===== src/hdl/sorc_regs.vh =====
`ifndef SORC_REGS_VH
`define SORC_REGS_VH

// Register offsets (word index on the plain register port).
`define SORC_ADDR_CTRL      4'h0
`define SORC_ADDR_GPIO_CFG  4'h1
`define SORC_ADDR_DELAY     4'h2
`define SORC_ADDR_STATUS    4'h3
`define SORC_ADDR_IRQ_STAT  4'h4
`define SORC_ADDR_IRQ_MASK  4'h5
`define SORC_ADDR_FIELDSET  4'h6

// Control register fields.
`define SORC_CTRL_MODE_LSB  0
`define SORC_CTRL_MODE_MSB  1
`define SORC_CTRL_FBK_EN    2
`define SORC_CTRL_REMOTE    3
`define SORC_CTRL_RST       8'h00

// Restart modes.
`define SORC_MODE_NONE      2'h0
`define SORC_MODE_DELAY     2'h1
`define SORC_MODE_INTLK     2'h2

// Per connection config: [1:0] dir, [3:2] input function, [8:4] output sources.
`define SORC_DIR_OFF        2'h0
`define SORC_DIR_IN         2'h1
`define SORC_DIR_OUT        2'h2
`define SORC_IFN_STANDBY    2'h0
`define SORC_IFN_FBK        2'h1
`define SORC_IFN_RESET      2'h2
`define SORC_GPIO_CFG_RST   9'h000

// Output source select bits.
`define SORC_OSRC_DEVERR    0
`define SORC_OSRC_CONTERR   1
`define SORC_OSRC_CONTWARN  2
`define SORC_OSRC_WARN2     3
`define SORC_OSRC_RSTREQ    4

// Restart delay in seconds, and the 1 s tick.
`define SORC_DELAY_MIN_S    6'h02
`define SORC_DELAY_MAX_S    6'h3C
`define SORC_TICK_NS        1000000000
`define SORC_CLK_NS         10
`define SORC_TICK_CYCLES    (`SORC_TICK_NS / `SORC_CLK_NS)

// Field sets per variant.
`define SORC_FSETS_STD      5'h01
`define SORC_FSETS_REMOTE   5'h10

// Interrupt bits.
`define SORC_IRQ_OFF        0
`define SORC_IRQ_ON         1
`define SORC_IRQ_RSTREQ     2
`define SORC_IRQ_FBKFAIL    3

// Contactor feedback settle time after outputs turn on/off.
`define SORC_FBK_SETTLE     8'h64

`endif


===== src/hdl/sorc_sync.v =====
`timescale 1ns/1ps
`default_nettype none

module sorc_sync (
    input  wire mclk,
    input  wire sys_rst,
    input  wire din,
    output reg  dout
);
    reg meta_r;

    always @(posedge mclk) begin
        if (sys_rst) begin
            meta_r <= 1'b0;
            dout   <= 1'b0;
        end else begin
            meta_r <= din;
            dout   <= meta_r;
        end
    end
endmodule // sorc_sync

`default_nettype wire


===== src/hdl/sorc_tick.v =====
`timescale 1ns/1ps
`default_nettype none

// One-cycle pulse every TICK_CYCLES clocks; restarted by clr.
module sorc_tick #(
    parameter integer TICK_CYCLES = 100000000
) (
    input  wire mclk,
    input  wire sys_rst,
    input  wire clr,
    output reg  tick
);
    reg [26:0] cnt_r;

    always @(posedge mclk) begin
        if (sys_rst || clr) begin
            cnt_r <= 27'h0000000;
            tick  <= 1'b0;
        end else if (cnt_r == TICK_CYCLES[26:0] - 27'h0000001) begin
            cnt_r <= 27'h0000000;
            tick  <= 1'b1;
        end else begin
            cnt_r <= cnt_r + 27'h0000001;
            tick  <= 1'b0;
        end
    end
endmodule // sorc_tick

`default_nettype wire


===== src/hdl/sorc_restart.v =====
// Behaviour
// - No interlock: outputs follow field clear at once.
// - Restart delay selectable from 2 to 60 s.
// - Delay mode: ON after field clear whole delay.
// - Interlock: stay OFF after interruption clears.
// - Interlock: ON only after reset switch actuation.
// - Reset with field clear switches outputs ON.
// - Successful reset lights status indicator green.
// - Interlock: request reset after interruption then clear.
// - Two universal connections, default off, in/out.
// - Input connection carries exactly one function.
// - Output connection ORs its selected sources.
// - Interlock needs one connection as reset input.
// - Standby holds outputs OFF, laser off.
// - One field set standalone, sixteen remote.
// - Contactor fault: lock-out or OFF with error.
`timescale 1ns/1ps
`default_nettype none
`include "sorc_regs.vh"

module sorc_restart #(
    parameter integer TICK_CYCLES = `SORC_TICK_CYCLES
) (
    input  wire        mclk,
    input  wire        sys_rst,
    input  wire [3:0]  reg_addr,
    input  wire [31:0] reg_wdata,
    input  wire        reg_wr,
    input  wire        reg_rd,
    output reg  [31:0] reg_rdata,
    input  wire        field_occupied,
    input  wire        dev_error,
    input  wire        cont_error,
    input  wire        cont_warning,
    input  wire        warn_field2,
    input  wire [1:0]  gpio_in,
    output reg  [1:0]  gpio_out,
    output reg  [1:0]  gpio_oe,
    output reg         safety_switch_output,
    output reg         laser_on,
    output reg         led_green,
    output reg         led_red,
    output reg         irq
);
    localparam [2:0] ST_OFF     = 3'h0;
    localparam [2:0] ST_DELAY   = 3'h1;
    localparam [2:0] ST_WAITRST = 3'h2;
    localparam [2:0] ST_ON      = 3'h3;
    localparam [2:0] ST_LOCK    = 3'h4;

    reg  [7:0] ctrl_r;
    reg  [8:0] gcfg0_r;
    reg  [8:0] gcfg1_r;
    reg  [5:0] delay_r;
    reg  [3:0] irq_stat_r;
    reg  [3:0] irq_mask_r;
    reg  [4:0] fset_r;
    reg  [2:0] st_r;
    reg  [2:0] st_nxt;
    reg  [5:0] secs_r;
    reg        rst_prev_r;
    reg        fbk_err_r;
    reg  [7:0] fbk_cnt_r;
    reg        green_r;

    wire       occ_s;
    wire [1:0] gin_s;
    wire       tick;

    sorc_sync u_sync_occ (
        .mclk    (mclk),
        .sys_rst (sys_rst),
        .din     (field_occupied),
        .dout    (occ_s)
    );

    genvar g;
    generate
        for (g = 0; g < 2; g = g + 1) begin : g_in
            sorc_sync u_sync (
                .mclk    (mclk),
                .sys_rst (sys_rst),
                .din     (gpio_in[g]),
                .dout    (gin_s[g])
            );
        end
    endgenerate

    wire [1:0] mode   = ctrl_r[`SORC_CTRL_MODE_MSB:`SORC_CTRL_MODE_LSB];
    wire       in0    = (gcfg0_r[1:0] == `SORC_DIR_IN);
    wire       in1    = (gcfg1_r[1:0] == `SORC_DIR_IN);
    wire       out0   = (gcfg0_r[1:0] == `SORC_DIR_OUT);
    wire       out1   = (gcfg1_r[1:0] == `SORC_DIR_OUT);

    // Each input connection drives exactly one selected function.
    wire sb_act  = (in0 && gcfg0_r[3:2] == `SORC_IFN_STANDBY && gin_s[0]) ||
                   (in1 && gcfg1_r[3:2] == `SORC_IFN_STANDBY && gin_s[1]);
    wire fbk_cfg = (in0 && gcfg0_r[3:2] == `SORC_IFN_FBK) ||
                   (in1 && gcfg1_r[3:2] == `SORC_IFN_FBK);
    wire fbk_in  = (in0 && gcfg0_r[3:2] == `SORC_IFN_FBK && gin_s[0]) ||
                   (in1 && gcfg1_r[3:2] == `SORC_IFN_FBK && gin_s[1]);
    wire rst_cfg = (in0 && gcfg0_r[3:2] == `SORC_IFN_RESET) ||
                   (in1 && gcfg1_r[3:2] == `SORC_IFN_RESET);
    wire rst_lvl = (in0 && gcfg0_r[3:2] == `SORC_IFN_RESET && gin_s[0]) ||
                   (in1 && gcfg1_r[3:2] == `SORC_IFN_RESET && gin_s[1]);
    // A reset is the rising edge of the switch input, so a stuck switch cannot rearm.
    wire rst_evt = rst_lvl && !rst_prev_r;

    // Interlock only takes effect with a reset input; otherwise it runs as plain restart.
    wire intlk   = (mode == `SORC_MODE_INTLK) && rst_cfg;
    wire dly_md  = (mode == `SORC_MODE_DELAY);
    wire [5:0] dly_eff = (delay_r < `SORC_DELAY_MIN_S) ? `SORC_DELAY_MIN_S :
                         (delay_r > `SORC_DELAY_MAX_S) ? `SORC_DELAY_MAX_S : delay_r;
    wire fbk_on  = ctrl_r[`SORC_CTRL_FBK_EN] && fbk_cfg;
    // Contactor feedback high means contacts released; it must be the inverse of the outputs after settling.
    wire fbk_bad = fbk_on && (fbk_cnt_r == `SORC_FBK_SETTLE) &&
                   (fbk_in == safety_switch_output);
    wire rst_req = (st_r == ST_WAITRST);

    sorc_tick #(
        .TICK_CYCLES (TICK_CYCLES)
    ) u_tick (
        .mclk    (mclk),
        .sys_rst (sys_rst),
        .clr     (st_r != ST_DELAY),
        .tick    (tick)
    );

    always @* begin
        st_nxt = st_r;
        case (st_r)
            ST_OFF: begin
                if (!occ_s && !sb_act) begin
                    if (intlk)
                        st_nxt = ST_WAITRST;
                    else if (dly_md)
                        st_nxt = ST_DELAY;
                    else
                        st_nxt = ST_ON;
                end
            end
            ST_DELAY: begin
                if (occ_s || sb_act)
                    st_nxt = ST_OFF;
                else if (tick && secs_r + 6'h01 >= dly_eff)
                    st_nxt = ST_ON;
            end
            ST_WAITRST: begin
                if (occ_s || sb_act)
                    st_nxt = ST_OFF;
                else if (rst_evt)
                    st_nxt = ST_ON;
            end
            ST_ON: begin
                if (occ_s || sb_act)
                    st_nxt = ST_OFF;
            end
            ST_LOCK: st_nxt = ST_LOCK;
            default: st_nxt = ST_OFF;
        endcase
        if (fbk_bad && st_r != ST_LOCK)
            st_nxt = intlk ? ST_OFF : ST_LOCK;
    end

    always @(posedge mclk) begin
        if (sys_rst) begin
            st_r       <= ST_OFF;
            secs_r     <= 6'h00;
            rst_prev_r <= 1'b0;
            fbk_err_r  <= 1'b0;
            fbk_cnt_r  <= 8'h00;
            green_r    <= 1'b0;
        end else begin
            st_r       <= st_nxt;
            rst_prev_r <= rst_lvl;
            if (st_r != ST_DELAY)
                secs_r <= 6'h00;
            else if (tick)
                secs_r <= secs_r + 6'h01;
            if (st_nxt != st_r && (st_nxt == ST_ON || st_r == ST_ON))
                fbk_cnt_r <= 8'h00;
            else if (fbk_cnt_r != `SORC_FBK_SETTLE)
                fbk_cnt_r <= fbk_cnt_r + 8'h01;
            if (fbk_bad)
                fbk_err_r <= 1'b1;
            else if (st_r == ST_WAITRST && rst_evt)
                fbk_err_r <= 1'b0;
            if (st_r == ST_WAITRST && st_nxt == ST_ON)
                green_r <= 1'b1;
            else if (st_nxt != ST_ON)
                green_r <= 1'b0;
        end
    end

    // Outputs and general-purpose connections.
    wire [4:0] srcs = {rst_req, warn_field2, cont_warning, cont_error, dev_error || fbk_err_r};
    always @(posedge mclk) begin
        if (sys_rst) begin
            safety_switch_output <= 1'b0;
            laser_on             <= 1'b0;
            led_green            <= 1'b0;
            led_red              <= 1'b1;
            gpio_out             <= 2'h0;
            gpio_oe              <= 2'h0;
            irq                  <= 1'b0;
        end else begin
            safety_switch_output <= (st_nxt == ST_ON);
            laser_on             <= !sb_act;
            led_green            <= (st_nxt == ST_ON) && (green_r || !intlk);
            led_red              <= (st_nxt != ST_ON);
            gpio_oe              <= {out1, out0};
            gpio_out[0]          <= out0 && |(gcfg0_r[8:4] & srcs);
            gpio_out[1]          <= out1 && |(gcfg1_r[8:4] & srcs);
            irq                  <= |(irq_stat_r & irq_mask_r);
        end
    end

    // Register port; sticky bits: hardware set wins over write-one-to-clear.
    wire [3:0] ev = {fbk_bad, (st_r != ST_WAITRST) && (st_nxt == ST_WAITRST),
                     (st_r != ST_ON) && (st_nxt == ST_ON), (st_r == ST_ON) && (st_nxt != ST_ON)};
    always @(posedge mclk) begin
        if (sys_rst) begin
            ctrl_r     <= `SORC_CTRL_RST;
            gcfg0_r    <= `SORC_GPIO_CFG_RST;
            gcfg1_r    <= `SORC_GPIO_CFG_RST;
            delay_r    <= `SORC_DELAY_MIN_S;
            irq_stat_r <= 4'h0;
            irq_mask_r <= 4'h0;
            fset_r     <= 5'h00;
            reg_rdata  <= 32'h00000000;
        end else begin
            if (reg_wr) begin
                case (reg_addr)
                    `SORC_ADDR_CTRL: ctrl_r <= reg_wdata[7:0];
                    `SORC_ADDR_GPIO_CFG: begin
                        gcfg0_r <= reg_wdata[8:0];
                        gcfg1_r <= reg_wdata[24:16];
                    end
                    `SORC_ADDR_DELAY: delay_r <= reg_wdata[5:0];
                    `SORC_ADDR_IRQ_MASK: irq_mask_r <= reg_wdata[3:0];
                    `SORC_ADDR_FIELDSET: begin
                        // Only the remote variant has more than one field set.
                        if (reg_wdata[4:0] < (ctrl_r[`SORC_CTRL_REMOTE] ? `SORC_FSETS_REMOTE
                                                                        : `SORC_FSETS_STD))
                            fset_r <= reg_wdata[4:0];
                    end
                    default: ;
                endcase
            end
            if (reg_wr && reg_addr == `SORC_ADDR_IRQ_STAT)
                irq_stat_r <= (irq_stat_r & ~reg_wdata[3:0]) | ev;
            else
                irq_stat_r <= irq_stat_r | ev;
            reg_rdata <= 32'h00000000;
            if (reg_rd) begin
                case (reg_addr)
                    `SORC_ADDR_CTRL:     reg_rdata <= {24'h000000, ctrl_r};
                    `SORC_ADDR_GPIO_CFG: reg_rdata <= {7'h00, gcfg1_r, 7'h00, gcfg0_r};
                    `SORC_ADDR_DELAY:    reg_rdata <= {26'h0000000, dly_eff};
                    `SORC_ADDR_STATUS:   reg_rdata <= {22'h000000, fbk_err_r, rst_req, sb_act,
                                                       occ_s, safety_switch_output, intlk, 1'b0, st_r};
                    `SORC_ADDR_IRQ_STAT: reg_rdata <= {28'h0000000, irq_stat_r};
                    `SORC_ADDR_IRQ_MASK: reg_rdata <= {28'h0000000, irq_mask_r};
                    `SORC_ADDR_FIELDSET: reg_rdata <= {27'h0000000, fset_r};
                    default:             reg_rdata <= 32'h00000000;
                endcase
            end
        end
    end
endmodule // sorc_restart

`default_nettype wire


===== config.mk =====
export PLATFORM = sky130hd
export DESIGN_NAME = sorc_restart
export DESIGN_NICKNAME = d
export VERILOG_FILES = /design/src/hdl/sorc_sync.v /design/src/hdl/sorc_tick.v /design/src/hdl/sorc_restart.v
export VERILOG_INCLUDE_DIRS = /design/src /design/src/hdl
export SDC_FILE = /design/constraint.sdc
export NUM_CORES = 1
export LEC_CHECK = 0
export ABC_CLOCK_PERIOD_IN_PS = 4600
export BUFFER_PORTS_ARGS = -buffer_cell sky130_fd_sc_hd__buf_2
export CELL_PAD_IN_SITES_DETAIL_PLACEMENT = 1
export CELL_PAD_IN_SITES_GLOBAL_PLACEMENT = 1
export CORE_MARGIN = 8
export CORE_UTILIZATION = 30
export DETAILED_ROUTE_END_ITERATION = 12
export HOLD_SLACK_MARGIN = 0.03
export PLACE_DENSITY = 0.55
export SLEW_MARGIN = 25
export SYNTH_ARGS = -nofsm -noshare
export SYNTH_HDL_FRONTEND = slang
export SYNTH_SLANG_ARGS = --single-unit

===== constraint.sdc =====
create_clock -name mclk -period 4.6 [get_ports mclk]
set_input_delay 0.46 -clock mclk [delete_from_list [all_inputs] [get_ports mclk]]
set_output_delay 0.46 -clock mclk [all_outputs]
set_load 0.03 [all_outputs]

==> summary by stage <==
Power and ir drop
Internal power comes to about 0.0021 W. The clock share of power is 52.6%. In this run the power density over the cells is ~410 nW/um^2.

The part of the power in combinational logic is under 10%. The share of total power in sequential cells is between 40% and 50%. The leakage power summed over all cells is 2.66 nW. The maximum VDD drop is 244 uV.

The analysis attributes to net switching a power of about 0.00067 W. In this run switching power makes up around a quarter of total power.

Timing
For the pin with the worst max-slew slack, the measured transition is around 0.92 ns. Derived from the worst setup path, the maximum achievable clock frequency is roughly 360 MHz. In the finished design, the share of the clock period the worst path needs comes to approximately 61%. The final hold slack is roughly 0.26 ns.

Setup repair after global routing left no endpoint under its margin. The sum of negative setup slack is 0 ns. The normalized max-slew margin is 38.2%. The total count of hold-check failures in the final report is 0. The final critical delay including setup and external delays is approximately 2.8 ns. The final number of max-transition violations is 0. The maximum clock skew at final layout is about 0.0076 ns.

Setup violations remaining at the end of the flow were counted as 0.

Final layout
The area added between synthesis and finish is 19.7%. After routing the design area is roughly 6800 sq um. Of the cells placed in the final design, the portion with a size suffix greater than 1 is between 10% and 20%. The final layout contains 752 nets. The number of antenna repair diodes is 0.

Synth
Yosys mapped the design onto 67 distinct sky130hd cell types. sky130_fd_sc_hd__dfxtp_1 takes more of the synthesized area than any other cell. The fraction of registers with async set/reset is 0%. Summed over its instances, the top area cell type makes up 44.8% of the synthesized netlist area.

The average footprint of a synthesized cell is approximately 9.0 sq um. The area fraction in compound gates after synthesis is 11.3%. After synthesis, flip-flops and latches occupy between 40% and 50% of the total area.

By area the synthesized netlist is led by sky130_fd_sc_hd__dfxtp_1, sky130_fd_sc_hd__nor2_1, sky130_fd_sc_hd__mux2i_1. The share of the synthesized netlist area taken by xor and xnor gates is under 10%. Counting flops with a built-in enable in the synthesized netlist gives 0. The synthesized netlist devotes 2.43% of its cell area to adder and majority cells. The number of warnings reported in the yosys synthesis log is 0. Among all flip-flop cells after synthesis, the most frequent one is sky130_fd_sc_hd__dfxtp_1. In this run the cell area of the synthesized design comes to around 5700 sq um.

Synthesis produced a netlist whose cell count is 634. The flip-flop and latch count after synthesis is roughly 130. The simple-gate portion of the synthesized area is 24.5%. The proportion of synthesized area in mux cells is 6.31%. The combinational family with the most area after synthesis is simple AND/OR/NAND/NOR gates. The cell with the most instances after synthesis is sky130_fd_sc_hd__dfxtp_1. By count the netlist is led by sky130_fd_sc_hd__dfxtp_1, sky130_fd_sc_hd__nor2_1, sky130_fd_sc_hd__nand2_1.

Drt
The number of nets still failing antenna checks after routing is 0. The total DRC errors in the routed layout is 0. The DRC violation total after the first TritonRoute iteration is roughly 210. The wire length after detailed routing is 15800 microns. The routed layout has ~4600 vias. Dividing the detail-routed via count by the number of cells gives about 4.9. The detail-routed net length per standard cell is 16.8 microns.

The pre-antenna-repair detailed-routing pass consisted of 4 iterations.

Outcome
The flow ran to the end, and the final reports show no timing, DRC or antenna violations.

Global routing
The total global-route track usage is about 14%. The largest net degree at the start of global routing is 66. The number of antenna violations at the first check in global routing is 0. The via count of the first global-routing pass is 5034. The global-route wire length before repair is between 20000 and 30000 microns.

Summed over all layers, the global routing overflow is 0.

Floorplan
Pin placement for this block handled 88 I/O pins. The floorplan step set the die width to ~150 microns. The floorplan row count is 50. The die covers between 20000 and 25000 sq um. The core area is 18600 sq um.

The starting density of the core is between 30 and 40%. From bottom edge to top edge, the die measures 154 microns.

Clock tree
After clock tree synthesis, the clock-pin slew on the worst setup and hold paths is about 0.06 ns. The clock root buffer is sky130_fd_sc_hd__clkbuf_16. The clock sink count is 127. The CTS buffer count is 17. In this run the number of H-tree levels came out at 4.

Buffers inserted to repair hold after CTS numbered 0. The quantity of gates resized following cts is 0. The clock passes through at most 2 buffers.

TritonCTS built the clock tree. The count of buffers added by post-CTS timing repair for setup is 0. The clock reaches the later pin of the worst-skew pair after between 0.4 and 0.5 ns.

Critical path
The worst path arrival time is 3.14 ns. The logic depth of the worst register-to-register path is 10. Walking the worst path, the cells encountered are inv_1 -> o41ai_1 -> a21oi_1 -> ha_1 -> nand2b_1 -> a31oi_1 -> o21ai_0 -> a31oi_1 -> or3_4 -> nor2_1. The largest single stage delay on the critical path is between 0.4 and 0.5 ns.

Of all nets on the critical path, the largest fanout is 4. The critical path is of the flip-flop to flip-flop type. The data required time at the worst endpoint is 4.95 ns.

STA classifies the critical path startpoint as a flip-flop. The cell type of the slowest stage on the worst timing path is sky130_fd_sc_hd__or3_4. The most numerous cell type found on the critical path is sky130_fd_sc_hd__a31oi_1. The worst setup path is captured at a flip-flop.

Flow run
Across the run, the number of max-cap violations was 0.

Placed design
In this run the tool buffered the top-level ports with 60 buffer cells. At the end of routability-driven placement, the weighted congestion stood at approximately 0.75. Once detailed placement completed, the half-perimeter wirelength came to about 11000 microns. Summing all placed instances gives a cell area of around 6200 sq um.

Hold path
The type of the worst min-delay path is input pin to flip-flop. Counting instances, the worst hold path has a depth of 2.
[stage by stage]
step                      instances  util (%)  power, W  worst slack, ns
after floorplan                 646         -   0.00128             2.30
after global placement          909      33.0   0.00132             1.84
after detailed placement        909      33.0   0.00133             1.74
after CTS                       941      36.4   0.00279             1.72
after global routing            941      36.4   0.00287             1.45
final                           941      36.4   0.00275             1.81
[power groups by stage]
stage	Clock, W	Combinational [W]	Sequential (W)
floorplan	0	0.000113	0.00116
global placement	0	0.000161	0.00116
detailed placement	0	0.000165	0.00117
CTS	0.00149	0.000166	0.00114
global route	0.00154	0.000182	0.00114
finish	0.00145	0.000165	0.00114
[path summary, 6_finish.rpt]
check | startpoint | end | slack (ns)
worst max register to register | delay_r[5] | led_green | 1.81
worst min register to register | g_in[1].u_sync.meta_r | g_in[1].u_sync.dout | 0.44
worst min-delay path | gpio_in[0] | g_in[0].u_sync.meta_r | 0.26
worst max-delay path | delay_r[5] | led_green | 1.81
[placed cells by master, fill, tap and decap left out, types with 17 or more instances in the layout]
master,n
sky130_fd_sc_hd__buf_2,60
sky130_fd_sc_hd__xnor2_1,20
sky130_fd_sc_hd__nand3_1,21
sky130_fd_sc_hd__inv_1,19
sky130_fd_sc_hd__nand2_1,65
sky130_fd_sc_hd__mux2i_1,29
sky130_fd_sc_hd__dfxtp_1,127
sky130_fd_sc_hd__xor2_1,21
sky130_fd_sc_hd__nor2_1,93
sky130_fd_sc_hd__clkbuf_16,17
sky130_fd_sc_hd__a21oi_1,36
[per-layer routing]
metal / up-vias / track usage, % / wire [microns]
li1: 2288 / - / -
met1: 2217 / 15.9 / 7100
met2: 86 / 23.6 / 7730
met3: 27 / 3.78 / 624
met4: 0 / 6.21 / 376
met5: - / 0 / 0
[layout make-up]
cell class	instances	area [sq um]
timing repair buffer	62	315
fill	2195	11900
clock buffer	17	425
multi-input combinational	467	2940
inverter	19	71.3
sequential	127	2540
clock inverter	15	209
tap	234	293
[flip-flops by register name, summed over array words and instances, names as in the netlist, 2 cells and up]
name                cells
secs_r                  6
g_in.u_sync.meta_r      2
irq_stat_r              4
g_in.u_sync.dout        2
u_tick.cnt_r           27
ctrl_r                  8
delay_r                 6
st_r                    3
fset_r                  5
gpio_out                2
gcfg1_r                 9
gpio_oe                 2
reg_rdata              19
fbk_cnt_r               8
irq_mask_r              4
gcfg0_r                 9
[kinds of logic (layout without fill, tap and decap cells)]
| kind of cell | count (synthesis) | in the layout |
|---|---|---|
| AOI/OAI and AO/OA | 94 | 94 |
| xor gates and xnor gates | 41 | 41 |
| adders and majority gates | 11 | 11 |
| buffers and inverters | 52 | 113 |
| DFF | 127 | 127 |
| muxes | 33 | 33 |
| other | 1 | 13 |
| and+or+nand+nor | 275 | 275 |
[worst max-delay path: cells and delay by family (launching register included)]
family / cells / cell delay [ns]
and+or+nand+nor: 3 / 0.66
adders and majority gates: 1 / 0.30
buffers and inverters: 1 / 0.10
DFF: 1 / 0.41
AOI/OAI and AO/OA: 5 / 1.25
(Power assumes the default switching activity.)
